==> src/hdl/acr_pkg.sv <==
// package: constants and carrier types for the adc clock, reset and input select core
package acr_pkg;
   // ------------------------------------------------------------
   // timing counts
   // ------------------------------------------------------------
   localparam logic [10:0] POR_HOLD_CLKS = 11'h400;
   localparam logic [12:0] VALID_WAIT_FS = 13'h1194;
   // ------------------------------------------------------------
   // ratio figures, clocks per sample period
   // ------------------------------------------------------------
   localparam logic [10:0] RATIO_256 = 11'h100;
   localparam logic [10:0] RATIO_384 = 11'h180;
   localparam logic [10:0] RATIO_512 = 11'h200;
   localparam logic [10:0] RATIO_768 = 11'h300;
   // midpoints used to pick the nearest ratio
   localparam logic [10:0] MID_256_384 = 11'h140;
   localparam logic [10:0] MID_384_512 = 11'h1C0;
   localparam logic [10:0] MID_512_768 = 11'h280;
   localparam logic [10:0] RATIO_CNT_MAX = 11'h7FF;
   // ------------------------------------------------------------
   // codes and reset values
   // ------------------------------------------------------------
   localparam logic [2:0] SEL_MUTE_LO = 3'h0;
   localparam logic [2:0] SEL_MUTE_HI = 3'h7;
   localparam logic [2:0] SEL_RESET = 3'h1;
   localparam logic [5:0] GAIN_RESET = 6'h0A;
   localparam logic [1:0] MODE_SLAVE = 2'h0;
   localparam logic [1:0] MODE_M256 = 2'h1;
   localparam logic [1:0] MODE_M384 = 2'h2;
   localparam logic [1:0] MODE_M512 = 2'h3;
   localparam int AUDIO_W = 24;

   typedef enum logic [1:0] {
      ACR_R256 = 2'b00,
      ACR_R384 = 2'b01,
      ACR_R512 = 2'b10,
      ACR_R768 = 2'b11
   } acr_ratio_t;

   typedef enum logic [1:0] {
      ACR_POR = 2'b00,
      ACR_HOLD = 2'b01,
      ACR_WAIT = 2'b10,
      ACR_RUN = 2'b11
   } acr_state_t;

   // host settings packet carried as one unit
   typedef struct packed {
      logic [1:0] mode;
      logic [2:0] sel;
      logic [5:0] gain;
   } acr_cfg_t;

   // analog front end controls
   typedef struct packed {
      logic mute;
      logic [2:0] input_idx;
      logic [5:0] gain;
   } acr_afe_t;
endpackage

==> src/hdl/acr_core.sv <==
// module: clock ratio, power-on reset and input select control core
`timescale 1ns/100ps
`default_nettype none
module acr_core (
   input wire logic clk_i,
   input wire logic reset_i,
   input wire logic power_good_i,
   input wire logic lrck_i,
   input wire logic fs_high_i,
   input wire logic cfg_valid_i,
   input wire acr_pkg::acr_cfg_t cfg_i,
   input wire logic [acr_pkg::AUDIO_W-1:0] adc_data_i,
   output logic [acr_pkg::AUDIO_W-1:0] audio_o,
   output logic audio_valid_o,
   output logic internal_reset_o,
   output logic filter_clk_o,
   output logic mod_clk_o,
   output acr_pkg::acr_ratio_t ratio_o,
   output logic ratio_err_o,
   output acr_pkg::acr_afe_t afe_o
);
   // ------------------------------------------------------------
   // state
   // ------------------------------------------------------------
   typedef struct packed {
      acr_pkg::acr_state_t st;
      logic [10:0] hold_cnt;
      logic [12:0] fs_cnt;
      logic [10:0] per_cnt;
      logic lrck_d;
      acr_pkg::acr_ratio_t det;
      acr_pkg::acr_ratio_t ratio;
      logic err;
      logic [9:0] div;
      logic [1:0] mode;
      acr_pkg::acr_afe_t afe;
      logic [acr_pkg::AUDIO_W-1:0] audio;
      logic valid;
      logic ireset;
      logic fclk;
      logic mclk;
   } acr_reg_t;

   acr_reg_t r;
   acr_reg_t next_r;

   // nearest supported ratio for a measured period
   function automatic acr_pkg::acr_ratio_t nearest(input logic [10:0] n);
      if (n < acr_pkg::MID_256_384) begin
         nearest = acr_pkg::ACR_R256;
      end else if (n < acr_pkg::MID_384_512) begin
         nearest = acr_pkg::ACR_R384;
      end else if (n < acr_pkg::MID_512_768) begin
         nearest = acr_pkg::ACR_R512;
      end else begin
         nearest = acr_pkg::ACR_R768;
      end
   endfunction

   // clocks per half 128 fs period is ratio/256; 384 uses 3, a half 64 fs period
   function automatic logic [9:0] half_div(input acr_pkg::acr_ratio_t q);
      case (q)
         acr_pkg::ACR_R256: half_div = 10'h001;
         acr_pkg::ACR_R384: half_div = 10'h003;
         acr_pkg::ACR_R512: half_div = 10'h002;
         acr_pkg::ACR_R768: half_div = 10'h003;
         default: half_div = 10'h001;
      endcase
   endfunction

   logic lrck_rise;
   logic [9:0] fdiv;
   assign lrck_rise = lrck_i & ~r.lrck_d;

   // ------------------------------------------------------------
   // next state
   // ------------------------------------------------------------
   always_comb begin
      next_r = r;
      next_r.lrck_d = lrck_i;
      // host settings apply on the cycle after the packet
      if (cfg_valid_i) begin
         next_r.mode = cfg_i.mode;
         next_r.afe.gain = cfg_i.gain;
         next_r.afe.mute = (cfg_i.sel == acr_pkg::SEL_MUTE_LO) ||
            (cfg_i.sel == acr_pkg::SEL_MUTE_HI);
         next_r.afe.input_idx = cfg_i.sel;
      end
      // ratio source: measured in slave, programmed in master
      case (r.mode)
         acr_pkg::MODE_M256: next_r.ratio = acr_pkg::ACR_R256;
         acr_pkg::MODE_M384: next_r.ratio = acr_pkg::ACR_R384;
         acr_pkg::MODE_M512: next_r.ratio = acr_pkg::ACR_R512;
         default: next_r.ratio = r.det;
      endcase
      // 768 fs is flagged as illegal only at high sample rates; master modes never select it
      next_r.err = (next_r.ratio == acr_pkg::ACR_R768) && fs_high_i;
      // period counter; saturates so a stopped frame clock is harmless
      if (lrck_rise) begin
         next_r.per_cnt = 11'h001;
         if (r.per_cnt != 11'h000) begin
            next_r.det = nearest(r.per_cnt);
         end
      end else if (r.per_cnt != acr_pkg::RATIO_CNT_MAX) begin
         next_r.per_cnt = r.per_cnt + 11'h001;
      end
      // 128 fs and 64 fs dividers; 384 and 768 use 3-clock halves
      fdiv = half_div(r.ratio);
      if (r.div + 10'h001 >= fdiv) begin
         next_r.div = 10'h000;
         next_r.fclk = ~r.fclk;
         if (r.fclk) begin
            next_r.mclk = ~r.mclk;
         end
      end else begin
         next_r.div = r.div + 10'h001;
      end
      // power-on reset sequence
      case (r.st)
         acr_pkg::ACR_POR: begin
            next_r.hold_cnt = 11'h000;
            if (power_good_i) begin
               next_r.st = acr_pkg::ACR_HOLD;
            end
         end
         acr_pkg::ACR_HOLD: begin
            next_r.hold_cnt = r.hold_cnt + 11'h001;
            if (r.hold_cnt + 11'h001 == acr_pkg::POR_HOLD_CLKS) begin
               next_r.st = acr_pkg::ACR_WAIT;
               next_r.fs_cnt = 13'h0000;
            end
         end
         acr_pkg::ACR_WAIT: begin
            if (lrck_rise) begin
               next_r.fs_cnt = r.fs_cnt + 13'h0001;
               if (r.fs_cnt + 13'h0001 == acr_pkg::VALID_WAIT_FS) begin
                  next_r.st = acr_pkg::ACR_RUN;
               end
            end
         end
         acr_pkg::ACR_RUN: begin
            next_r.st = acr_pkg::ACR_RUN;
         end
         default: next_r.st = acr_pkg::ACR_POR;
      endcase
      // power loss restarts the sequence at once
      if (!power_good_i) begin
         next_r.st = acr_pkg::ACR_POR;
      end
      next_r.ireset = (next_r.st == acr_pkg::ACR_POR) ||
         (next_r.st == acr_pkg::ACR_HOLD);
      next_r.valid = next_r.st == acr_pkg::ACR_RUN;
      // zero data until valid; pops from switching are not filtered here
      next_r.audio = next_r.valid ? adc_data_i : '0;
   end

   // ------------------------------------------------------------
   // registers
   // ------------------------------------------------------------
   always_ff @(posedge clk_i) begin
      if (reset_i) begin
         r <= '0;
         r.ireset <= 1'b1;
         r.afe.input_idx <= acr_pkg::SEL_RESET;
         r.afe.gain <= acr_pkg::GAIN_RESET;
         r.mode <= acr_pkg::MODE_SLAVE;
      end else begin
         r <= next_r;
      end
   end

   assign audio_o = r.audio;
   assign audio_valid_o = r.valid;
   assign internal_reset_o = r.ireset;
   assign filter_clk_o = r.fclk;
   assign mod_clk_o = r.mclk;
   assign ratio_o = r.ratio;
   assign ratio_err_o = r.err;
   assign afe_o = r.afe;

   // ------------------------------------------------------------
   // checks
   // ------------------------------------------------------------
   int hold_seen;
   always_ff @(posedge clk_i) begin
      if (reset_i || !r.ireset) begin
         hold_seen <= 0;
      end else if (r.st == acr_pkg::ACR_HOLD) begin
         hold_seen <= hold_seen + 1;
      end
   end
endmodule
`default_nettype wire

==> config.mk <==
export PLATFORM = sky130hd
export DESIGN_NAME = acr_core
export DESIGN_NICKNAME = d
export VERILOG_FILES = /design/src/hdl/acr_pkg.sv /design/src/hdl/acr_core.sv
export SDC_FILE = /design/constraint.sdc
export NUM_CORES = 1
export LEC_CHECK = 0
export ABC_AREA = 1
export CAP_MARGIN = 20
export CORE_AREA = 2 2 138 140
export DETAILED_ROUTE_END_ITERATION = 12
export DIE_AREA = 0 0 140 142
export DONT_BUFFER_PORTS = 1
export SYNTH_ARGS = -nofsm -noshare
export SYNTH_HDL_FRONTEND = slang
export SYNTH_SLANG_ARGS = --single-unit
==> constraint.sdc <==
create_clock -name clk_i -period 2.16 [get_ports clk_i]
set_input_delay 0.432 -clock clk_i [delete_from_list [all_inputs] [get_ports clk_i]]
set_output_delay 0.432 -clock clk_i [all_outputs]
set_load 0.1 [all_outputs]
==> out/summary.log, run 1 <==
INFO  status         status=finished with violations
INFO  status         failing_checks=design-rule violations
INFO  place          detailed_place_hpwl=6661um
INFO  power_and_ir_drop power.internal=2.750mW
INFO  synthesis      syn-instance-count=613
INFO  hold_path      worstHoldPathType=input pin to flip-flop
INFO  floorplan      num_io_pins=82
INFO  hold_path      min_delay_path_depth=1
INFO  sta            setup_repair_after_global_routing_missed_its_margin=no
INFO  sta            final.min_clock_period=1.940ns
INFO  sta            finalMaxSlewViolations=0
INFO  setup_path     critical_path_required=2.39ns
INFO  setup_path     worstSetupStartpointType=flip-flop
INFO  place          routabilityCongestion=0.8419
INFO  power_and_ir_drop switchingPower=0.9179mW
INFO  synthesis      synth_commonest_cells=sky130_fd_sc_hd__nand2_1 (119), sky130_fd_sc_hd__dfxtp_1 (93), sky130_fd_sc_hd__inv_1 (87), sky130_fd_sc_hd__nor2_1 (75), sky130_fd_sc_hd__nand3_1 (37)
INFO  cts            cts.sink_count=93
INFO  sta            finalHoldViolCount=0
INFO  grt            grt_start_max_net_pins=27
INFO  cts            post_cts_setup_buffer_count=0
INFO  grt            wire_length_of_the_first_global_routing_pass=15,390um
INFO  grt            use_met2=15.61%
INFO  route          routedWlPerCell=10.52um
INFO  sta            final_min_period_over_clock_period=89.81%
INFO  cts            clk_pin_slew=0.06ns
INFO  setup_path     slowest_stage_delay_on_critical_path=0.34ns
INFO  flow_run       timing.max_cap.violations=0
INFO  route          final_antenna_net_count=0
INFO  synthesis      ys_dominant_reg_cell=sky130_fd_sc_hd__dfxtp_1
INFO  route          drtPass1Iterations=8
INFO  cts            cts_inserted_buffers=9
INFO  setup_path     critPathCaptureType=flip-flop
INFO  place          place.port_buffers=0
INFO  floorplan      die_area=0.01988mm2
INFO  setup_path     slowest_stage=sky130_fd_sc_hd__dfxtp_1
INFO  grt            gr_util_met1=11.52%
INFO  cells_and_area insertedDiodeCount=0
INFO  setup_path     startpoint_of_the_worst_register_to_register_path=r[40]
INFO  grt            grt_remaining_overflow=0
INFO  setup_path     setup.reg_to_reg.worst_slack=0.22ns
INFO  setup_path     worst_ep_arrival_time=2.17ns
INFO  power_and_ir_drop combinational_power_share=8.3%
INFO  route          wl=9138um
INFO  cts            cts.path.max_buffers=2
INFO  sta            fin_tns_setup=0ns
INFO  power_and_ir_drop power_leakage=2.199nW
INFO  cts            cts_resized=0
INFO  floorplan      start_util=24.62%
INFO  cells_and_area number_of_nets_in_the_finished_design=680
INFO  route          drt_iter0_drc=225
INFO  grt            first_global_vias=3,366
INFO  cts            clock_latency=0.34ns
INFO  route          post_drt_via_cell_ratio=4.056
INFO  cells_and_area areaGrowthSynthToFinish=15.01%
INFO  setup_path     startpoint=r[40]
INFO  cts            cts_tree=built
INFO  synthesis      yosysSeqAreaShare=40.98%
INFO  cts            cts.hold.buffers_added=0
INFO  cells_and_area proportion_of_layout_cells_with_a_drive_suffix_above_1=17.48%
INFO  floorplan      design.core.area=0.01846mm2
INFO  setup_path     ff2ff_path_depth=9
INFO  synthesis      synthesized_area_divided_by_synthesized_cell_count=7.411um2
INFO  power_and_ir_drop seqPwrFrac=48.4%
INFO  sta            finalClockSkew=0.005312ns
INFO  cells_and_area nFillCells=1,983
INFO  grt            gr-max-usage-layer=met2
INFO  grt            groute.layer.met3.usage=3.432%
INFO  synthesis      yosys_warnings=0
INFO  sta            achievable_frequency=515.5MHz
INFO  floorplan      die_w=140um
INFO  cells_and_area postLayoutCoreUtil=28.31%
INFO  power_and_ir_drop power.density=702.0mW/mm2
INFO  setup_path     worstSetupEndpoint=mod_clk_o
INFO  grt            antenna_found_initial=0
INFO  cts            clock_tree.htree_level_count=3
INFO  synthesis      synthDominantCellAreaShare=40.98%
INFO  cts            cts_root_buffer=sky130_fd_sc_hd__clkbuf_16
INFO  power_and_ir_drop switching_share_of_power=25.02%
INFO  floorplan      dieHeight=142um
INFO  synthesis      synth.lib_cells_used.distinct=35
INFO  floorplan      fp-row-count=50
INFO  synthesis      ys_async_sr_fraction=0%
INFO  synthesis      synthDominantAreaCellType=sky130_fd_sc_hd__dfxtp_1
INFO  synthesis      synth_most_common_cell=sky130_fd_sc_hd__nand2_1
INFO  setup_path     worst-setup-path-type=flip-flop to flip-flop
INFO  sta            finalSetupViolations=0
INFO  synthesis      postSynthRegisterBits=93
INFO  setup_path     timing.critical_path.fanout_max=4
INFO  route          drc_violations=4
INFO  setup_path     crit-reg2reg-capture=mod_clk_o
INFO  power_and_ir_drop power_frac_clock=43.3%
INFO  grt            gr-usage-all-layers=9.457%
INFO  synthesis      synth_enable_flop_cells=0
INFO  synthesis      synth_top_cells_by_area=sky130_fd_sc_hd__dfxtp_1 (41%), sky130_fd_sc_hd__nand2_1 (9.8%), sky130_fd_sc_hd__inv_1 (7.2%), sky130_fd_sc_hd__nor2_1 (6.2%), sky130_fd_sc_hd__buf_4 (5.9%)
INFO  synthesis      syn-cell-area=0.004543mm2
INFO  route          via_count=3,525
INFO  power_and_ir_drop peakVddDrop=0.2847mV
INFO  setup_path     crit_chain=ha_1, ha_1, a21boi_0, nor3_1, nand3_1, nor2_1, nand3_1, a21oi_1, nor2_1
==> per-layer routing <==
metal,share of wire [%],vias up
met4,1.0,0
met1,46,1565
met3,4.3,8
met5,0,-
li1,-,1909
met2,48,43
==> per-stage QoR <==
stage	power, mW	area (um2)	std cells	setup WS, ns	hold WS [ns]
after floorplan	2.084	4569	620	0.3559	0.4301
after detailed placement	2.114	4866	853	0.1518	0.4637
after global routing	3.831	5225	869	0.01271	0.1351
final	3.668	5225	869	0.2202	0.1628
after global placement	2.112	4866	853	0.1888	0.4475
after CTS	3.725	5165	868	0.1311	0.1417
==> cells by family (layout without fill, tap and decap cells) <==
group,Yosys count,in the layout,share of synthesized area [%]
flops,93,93,40.98
xor+xnor,12,12,2.313
other cells,1,8,0.08254
simple gates,296,297,31.73
fa+ha+maj,8,8,2.203
compound gates,66,66,7.739
buf+inv,137,151,14.95
==> registers in the layout, indices dropped and copies added, names as in the netlist <==
name	cells
r	52
audio_o	24
afe_o	10
ratio_o	2
audio_valid_o	1
filter_clk_o	1
internal_reset_o	1
mod_clk_o	1
ratio_err_o	1
==> worst min path at each step <==
stage,start,end,slack [ns]
final,reset_i,r[88],0.16
after floorplan,afe_o[1],afe_o[1],0.43
after CTS,reset_i,r[88],0.14
after global routing,reset_i,r[88],0.14
after global placement,r[40],r[40],0.45
after detailed placement,r[40],r[40],0.46
==> placed cells by master, fill, tap and decap left out, types with 2 or more instances in the layout <==
| cell | n |
|---|---|
| sky130_fd_sc_hd__nand2_1 | 118 |
| sky130_fd_sc_hd__dfxtp_1 | 91 |
| sky130_fd_sc_hd__inv_1 | 87 |
| sky130_fd_sc_hd__nor2_1 | 75 |
| sky130_fd_sc_hd__buf_4 | 46 |
| sky130_fd_sc_hd__nand3_1 | 37 |
| sky130_fd_sc_hd__a21oi_1 | 29 |
| sky130_fd_sc_hd__o21ai_0 | 27 |
| sky130_fd_sc_hd__nor3_2 | 19 |
| sky130_fd_sc_hd__nor3_1 | 11 |
| sky130_fd_sc_hd__xor2_1 | 10 |
| sky130_fd_sc_hd__clkbuf_16 | 9 |
| sky130_fd_sc_hd__nand4_1 | 8 |
| sky130_fd_sc_hd__conb_1 | 8 |
| sky130_fd_sc_hd__nand2_2 | 7 |
| sky130_fd_sc_hd__ha_1 | 7 |
| sky130_fd_sc_hd__nor2_4 | 6 |
| sky130_fd_sc_hd__o21bai_1 | 3 |
| sky130_fd_sc_hd__nor2_2 | 3 |
| sky130_fd_sc_hd__nand3b_1 | 3 |
| sky130_fd_sc_hd__nand2_8 | 3 |
| sky130_fd_sc_hd__inv_2 | 3 |
| sky130_fd_sc_hd__o21ai_1 | 2 |
| sky130_fd_sc_hd__nand2_4 | 2 |
| sky130_fd_sc_hd__xnor2_1 | 2 |
| sky130_fd_sc_hd__dfxtp_2 | 2 |
==> critical path: cells and delay by family (launching register included) <==
kind            cells  cell delay, ns
compound gates      2            0.28
simple gates        5            0.60
fa+ha+maj           2            0.61
flops               1            0.34
==> cell type report <==
class                      count  area, um2  area share [%]
clock buffer                  10      239.0           4.574
clock inverter                 5      60.06           1.149
inverter                      90      337.8           6.466
multi-input combinational    391       2086           39.92
sequential                    93       1864           35.68
tap                          234      292.8           5.603
timing repair buffer          46      345.3           6.609
==> power groups by stage <==
| stage | sequential [mW] | combinational (mW) | clock [mW] |
|---|---|---|---|
| floorplan | 1.83 | 0.250 | 0 |
| global placement | 1.81 | 0.301 | 0 |
| detailed placement | 1.81 | 0.302 | 0 |
| CTS | 1.77 | 0.303 | 1.65 |
| global route | 1.78 | 0.332 | 1.72 |
| finish | 1.77 | 0.305 | 1.59 |
(Power assumes the default switching activity.)
==> run 2: changes to the inputs <==
Clock period 2.16 ns to 1.98 ns, I/O delays scaled along.
==> run 2 against run 1 <==
The run still ends with design-rule violations left. Largest cell class unchanged. Combinational power up 17%. Largest power group unchanged. Utilization grew 1.5 points. Clock power rose by 13%. Critical path type unchanged.
==> out/summary.log, run 2 (synthesis gave the netlist of run 1 again) <==
INFO  cts            cts_tree=built
INFO  setup_path     worst_ep_arrival_time=2.09ns
INFO  sta            fin_tns_setup=0ns
INFO  cells_and_area max_flop_register=r
INFO  cts            cts_root_buffer=sky130_fd_sc_hd__clkbuf_16
INFO  setup_path     critical_path_required=2.21ns
INFO  cells_and_area postLayoutCoreUtil=29.84%
INFO  status         status=finished with violations
INFO  floorplan      die_w=140um
INFO  cts            cts.path.max_buffers=2
INFO  grt            first_global_vias=3,415
INFO  cts            cts_inserted_buffers=9
INFO  sta            finalHoldViolCount=0
INFO  cells_and_area proportion_of_layout_cells_with_a_drive_suffix_above_1=23.01%
INFO  cells_and_area multiInputGateArea=0.002172mm2
INFO  grt            grt_start_max_net_pins=26
INFO  route          drt_iter0_drc=226
INFO  power_and_ir_drop power_leakage=2.317nW
INFO  flow_run       timing.max_cap.violations=0
INFO  sta            finalHoldWorstSlack=0.1286ns
INFO  grt            grt_remaining_overflow=0
INFO  setup_path     worst-setup-path-type=flip-flop to flip-flop
INFO  cells_and_area areaGrowthSynthToFinish=21.21%
INFO  route          wl=9756um
INFO  cts            clk_pin_slew=0.07ns
INFO  cells_and_area final_cells=886
INFO  setup_path     worstSetupStartpointType=flip-flop
INFO  sta            final.min_clock_period=1.854ns
INFO  cts            cts.hold.buffers_added=0
INFO  route          drtPass1Iterations=11
INFO  place          place.port_buffers=0
INFO  grt            gr-usage-all-layers=9.714%
INFO  grt            antenna_found_initial=0
INFO  route          drc_violations=4
INFO  status         failing_checks=design-rule violations
INFO  cells_and_area nFillCells=1,934
INFO  cts            clock_latency=0.34ns
INFO  power_and_ir_drop power.density=740.7mW/mm2
INFO  route          via_count=3,753
INFO  sta            final_min_period_over_clock_period=93.64%
INFO  cts            cts.sink_count=93
INFO  sta            finalSetupViolations=0
INFO  cells_and_area seq_area=0.001869mm2
INFO  cts            clock_tree.htree_level_count=3
INFO  floorplan      die_area=0.01988mm2
INFO  route          post_drt_via_cell_ratio=4.236
INFO  floorplan      fp-row-count=50
INFO  cells_and_area insertedDiodeCount=0
INFO  route          routedWlPerCell=11.01um
INFO  cells_and_area final_common_cell=sky130_fd_sc_hd__nand2_1
INFO  place          routabilityCongestion=0.8014
INFO  hold_path      worstHoldPathType=input pin to flip-flop
INFO  sta            finalMaxSlewViolations=0
INFO  floorplan      design.core.area=0.01846mm2
INFO  setup_path     timing.critical_path.fanout_max=4
INFO  sta            finalClockSkew=0.009747ns
INFO  floorplan      dieHeight=142um
INFO  place          dp_cells=864
INFO  power_and_ir_drop peakVddDrop=0.3105mV
INFO  floorplan      num_io_pins=82
INFO  sta            achievable_frequency=539.4MHz
INFO  setup_path     critPathCaptureType=flip-flop
INFO  cells_and_area number_of_nets_in_the_finished_design=696
INFO  cells_and_area layout_common_cells=sky130_fd_sc_hd__nand2_1 (115), sky130_fd_sc_hd__inv_1 (87), sky130_fd_sc_hd__dfxtp_1 (87), sky130_fd_sc_hd__nor2_1 (73), sky130_fd_sc_hd__buf_4 (55)
INFO  floorplan      start_util=24.62%
INFO  cells_and_area largest_register_ffs=52
INFO  grt            wire_length_of_the_first_global_routing_pass=15,740um
INFO  place          detailed_place_hpwl=6864um
INFO  route          final_antenna_net_count=0
==> run 2: per-layer routing <==
layer / share of wire, % / global-route usage, %
met2: 51 / 16.59
met5: 0 / 0
met1: 44 / 11.64
met3: 3.4 / 2.557
met4: 1.5 / 4.040
==> run 2: area by class of cell <==
type                    count  share of cell area [%]
clock buffers              12                   4.658
well taps                 234                   5.317
inverters                  90                   6.135
multi-input cells         391                   39.45
clock inverters             4                  0.9998
flip-flops and latches     93                   33.95
repair buffers             62                   9.498
==> run 2: repair_timing <==
action,4_1_cts,5_1_grt
setup buffers,0,4
gates cloned,0,2
endpoints found under the setup margin,1,31
pin swaps,0,15
endpoints found under the hold margin,0,0
resized for setup,1,37
==> run 2: final timing paths <==
check / from / slack [ns] / depth (start not counted) / endpoint
hold reg to reg: r[90] / 0.47 / 2 / r[90]
hold / removal: reset_i / 0.13 / 1 / r[76]
setup / recovery: r[41] / 0.13 / 9 / mod_clk_o
setup reg to reg: r[41] / 0.13 / 9 / mod_clk_o
==> run 2: per-stage QoR <==
step | total power [mW] | worst slack [ns] | cell area (um2)
floorplan | 2.273 | 0.1759 | 4569
global placement | 2.313 | 0.02866 | 4974
detailed placement | 2.316 | 0.01645 | 4974
CTS | 4.114 | 0.01721 | 5288
global route | 4.249 | -0.02513 | 5507
finish | 4.079 | 0.1259 | 5507
==> run 2: critical path, cell delays in order, from the launching register on <==
cell	delay [ns]
sky130_fd_sc_hd__dfxtp_2	0.33
sky130_fd_sc_hd__ha_4	0.23
sky130_fd_sc_hd__ha_1	0.27
sky130_fd_sc_hd__a21boi_2	0.15
sky130_fd_sc_hd__nor3_2	0.16
sky130_fd_sc_hd__nand3_1	0.11
sky130_fd_sc_hd__nor2_2	0.15
sky130_fd_sc_hd__nand3_2	0.15
sky130_fd_sc_hd__a21oi_2	0.15
sky130_fd_sc_hd__nor2_1	0.05
==> run 2: power by group <==
part	leakage (nW)	internal, mW	total [mW]	switching (mW)
sequential	0.760	1.91	1.94	0.0228
combinational	1.41	0.0953	0.358	0.262
clock	0.149	1.06	1.79	0.730
total	2.32	3.06	4.08	1.02
==> run 3: changes to the inputs <==
Clock period 1.98 ns to 2.3 ns, I/O delays scaled along.
==> run 3 against run 2 <==
The run still ends with design-rule violations left. Sequential share of layout area up 2.1 points. Maximum frequency down 8.5%. Die area unchanged. Combinational power down 21%. Power down 16%. Clock-buffer cell count down 2. Cell count down 2.0%. Clock skew down 0.0029 ns. Via count down 4.4%. First-iteration DRC count up 7.1%. Critical path depth up 2. Highest routed layer unchanged.
==> out/summary.log, run 3 (synthesis gave the netlist of run 1 again) <==
INFO  cts            cts_root_buffer=sky130_fd_sc_hd__clkbuf_16
INFO  setup_path     critical_path_required=2.56ns
INFO  setup_path     critical-path-top-cell-by-count=sky130_fd_sc_hd__nand2_1
INFO  cells_and_area largest_register_ffs=52
INFO  cts            clk_pin_slew=0.07ns
INFO  sta            final_min_period_over_clock_period=88.11%
INFO  place          routabilityCongestion=0.8385
INFO  hold_path      worstHoldPathType=input pin to flip-flop
INFO  grt            antenna_found_initial=0
INFO  route          drtPass1Iterations=8
INFO  cts            clock_tree.htree_level_count=3
INFO  place          dp_cells=853
INFO  setup_path     crit_chain=ha_1, nand2_2, nor2_2, nand2_1, nand2_1, nand2_1, nor2_4, nand3_4, nand2_4, nand2_4, nor3_1
INFO  route          final_antenna_net_count=0
INFO  setup_path     timing.critical_path.fanout_max=25
INFO  cells_and_area max_flop_register=r
INFO  place          detailed_place_hpwl=6555um
INFO  grt            grt_remaining_overflow=0
INFO  grt            first_global_vias=3,171
INFO  cts            cts_inserted_buffers=9
INFO  floorplan      fp-row-count=50
INFO  cells_and_area number_of_nets_in_the_finished_design=679
INFO  grt            gr-usage-all-layers=9.180%
INFO  cells_and_area postLayoutCoreUtil=28.00%
INFO  cells_and_area areaGrowthSynthToFinish=13.74%
INFO  route          post_drt_via_cell_ratio=4.134
INFO  sta            timing.slew.headroom=64.88%
INFO  cts            cts.sink_count=93
INFO  cts            post_cts_setup_buffer_count=0
INFO  route          drt_iter0_drc=242
INFO  setup_path     setup.reg_to_reg.worst_slack=0.27ns
INFO  setup_path     worst-setup-path-type=flip-flop to flip-flop
INFO  floorplan      dieHeight=142um
INFO  sta            tightest_slew=0.5228ns
INFO  sta            finalHoldWorstSlack=0.1870ns
INFO  setup_path     slowest_stage=sky130_fd_sc_hd__dfxtp_1
INFO  setup_path     startpoint=r[81]
INFO  sta            finalSetupViolations=0
INFO  cts            cts.path.max_buffers=2
INFO  power_and_ir_drop peakVddDrop=0.2753mV
INFO  cts            cts_tree=built
INFO  sta            fin_tns_setup=0ns
INFO  floorplan      num_io_pins=82
INFO  floorplan      die_w=140um
INFO  sta            achievable_frequency=493.5MHz
INFO  grt            wire_length_of_the_first_global_routing_pass=14,880um
INFO  setup_path     ff2ff_path_depth=11
INFO  setup_path     startpoint_of_the_worst_register_to_register_path=r[81]
INFO  cts            clock_latency=0.34ns
INFO  route          via_count=3,588
INFO  grt            grt_start_max_net_pins=27
INFO  route          routedWlPerCell=10.24um
INFO  cells_and_area layout_common_cells=sky130_fd_sc_hd__nand2_1 (119), sky130_fd_sc_hd__dfxtp_1 (93), sky130_fd_sc_hd__inv_1 (87), sky130_fd_sc_hd__nor2_1 (75), sky130_fd_sc_hd__buf_4 (46)
INFO  power_and_ir_drop power_leakage=2.184nW
INFO  sta            finalHoldViolCount=0
INFO  place          place.port_buffers=0
INFO  sta            finalClockSkew=0.006877ns
INFO  setup_path     crit-reg2reg-capture=audio_o[1]
INFO  cells_and_area proportion_of_layout_cells_with_a_drive_suffix_above_1=16.72%
INFO  status         status=finished with violations
INFO  cells_and_area nFillCells=1,962
INFO  sta            final.min_clock_period=2.026ns
INFO  floorplan      design.core.area=0.01846mm2
INFO  cells_and_area final_common_cell=sky130_fd_sc_hd__nand2_1
INFO  cells_and_area final_cells=868
INFO  power_and_ir_drop power.density=660.9mW/mm2
INFO  setup_path     worst_ep_arrival_time=2.29ns
INFO  route          drc_violations=4
INFO  flow_run       timing.max_cap.violations=0
INFO  setup_path     worstSetupStartpointType=flip-flop
INFO  setup_path     slowest_stage_delay_on_critical_path=0.39ns
INFO  route          wl=8890um
INFO  setup_path     worstSetupEndpoint=audio_o[1]
INFO  sta            finalMaxSlewViolations=0
INFO  floorplan      start_util=24.62%
INFO  cells_and_area insertedDiodeCount=0
INFO  setup_path     critPathCaptureType=flip-flop
INFO  sta            setup_repair_after_global_routing_missed_its_margin=no
INFO  status         failing_checks=design-rule violations
INFO  cts            cts.hold.buffers_added=0
INFO  floorplan      die_area=0.01988mm2
==> run 3: critical path, delay by kind of cell (launching register included) <==
family	cells	cell delay, ns
simple gates	10	1.28
flops	1	0.39
fa+ha+maj	1	0.27
==> run 3: layout make-up <==
| type | instances | area (um2) | share of cell area (%) |
|---|---|---|---|
| clock buffers | 10 | 229.0 | 4.431 |
| clock inverters | 5 | 61.31 | 1.186 |
| inverters | 90 | 337.8 | 6.538 |
| multi-input cells | 390 | 2039 | 39.47 |
| flip-flops and latches | 93 | 1862 | 36.03 |
| well taps | 234 | 292.8 | 5.666 |
| repair buffers | 46 | 345.3 | 6.683 |
==> run 3: worst min-delay path by stage <==
stage	startpoint	to	slack, ns	cells after the start
finish	reset_i	r[76]	0.19	1
global route	reset_i	r[76]	0.17	1
CTS	reset_i	r[89]	0.17	1
detailed placement	r[40]	r[40]	0.46	1
global placement	r[40]	r[40]	0.46	1
floorplan	afe_o[1]	afe_o[1]	0.43	2
==> run 3: metal layers <==
| layer | part of all wire [%] | vias up | routed length (um) | GRT usage, % |
|---|---|---|---|---|
| met5 | 0 | - | 0 | 0 |
| met4 | 1.5 | 0 | 133 | 4.040 |
| met3 | 4.0 | 10 | 354 | 2.591 |
| met2 | 49 | 46 | 4344 | 15.14 |
| met1 | 46 | 1626 | 4056 | 11.24 |
| li1 | - | 1906 | - | - |
==> run 3: repair_timing <==
action / CTS / global route
gates resized for setup: 0 / 2
endpoints found under the hold margin: 0 / 0
setup endpoints to repair: 0 / 16
==> run 3: where the power goes <==
| part | internal [mW] | switching [mW] | leakage, nW |
|---|---|---|---|
| Clock | 0.841 | 0.626 | 0.131 |
| Combinational | 0.0660 | 0.217 | 1.29 |
| Sequential | 1.65 | 0.0192 | 0.758 |
| Total | 2.55 | 0.862 | 2.18 |
==> run 3: through the flow <==
stage	cell area (um2)	worst slack, ns	total power, mW
final	5167	0.2735	3.415
after global routing	5167	0.006232	3.565
after CTS	5156	0.2266	3.470
after detailed placement	4866	0.2515	1.986
after global placement	4866	0.3095	1.983
after floorplan	4569	0.4959	1.957
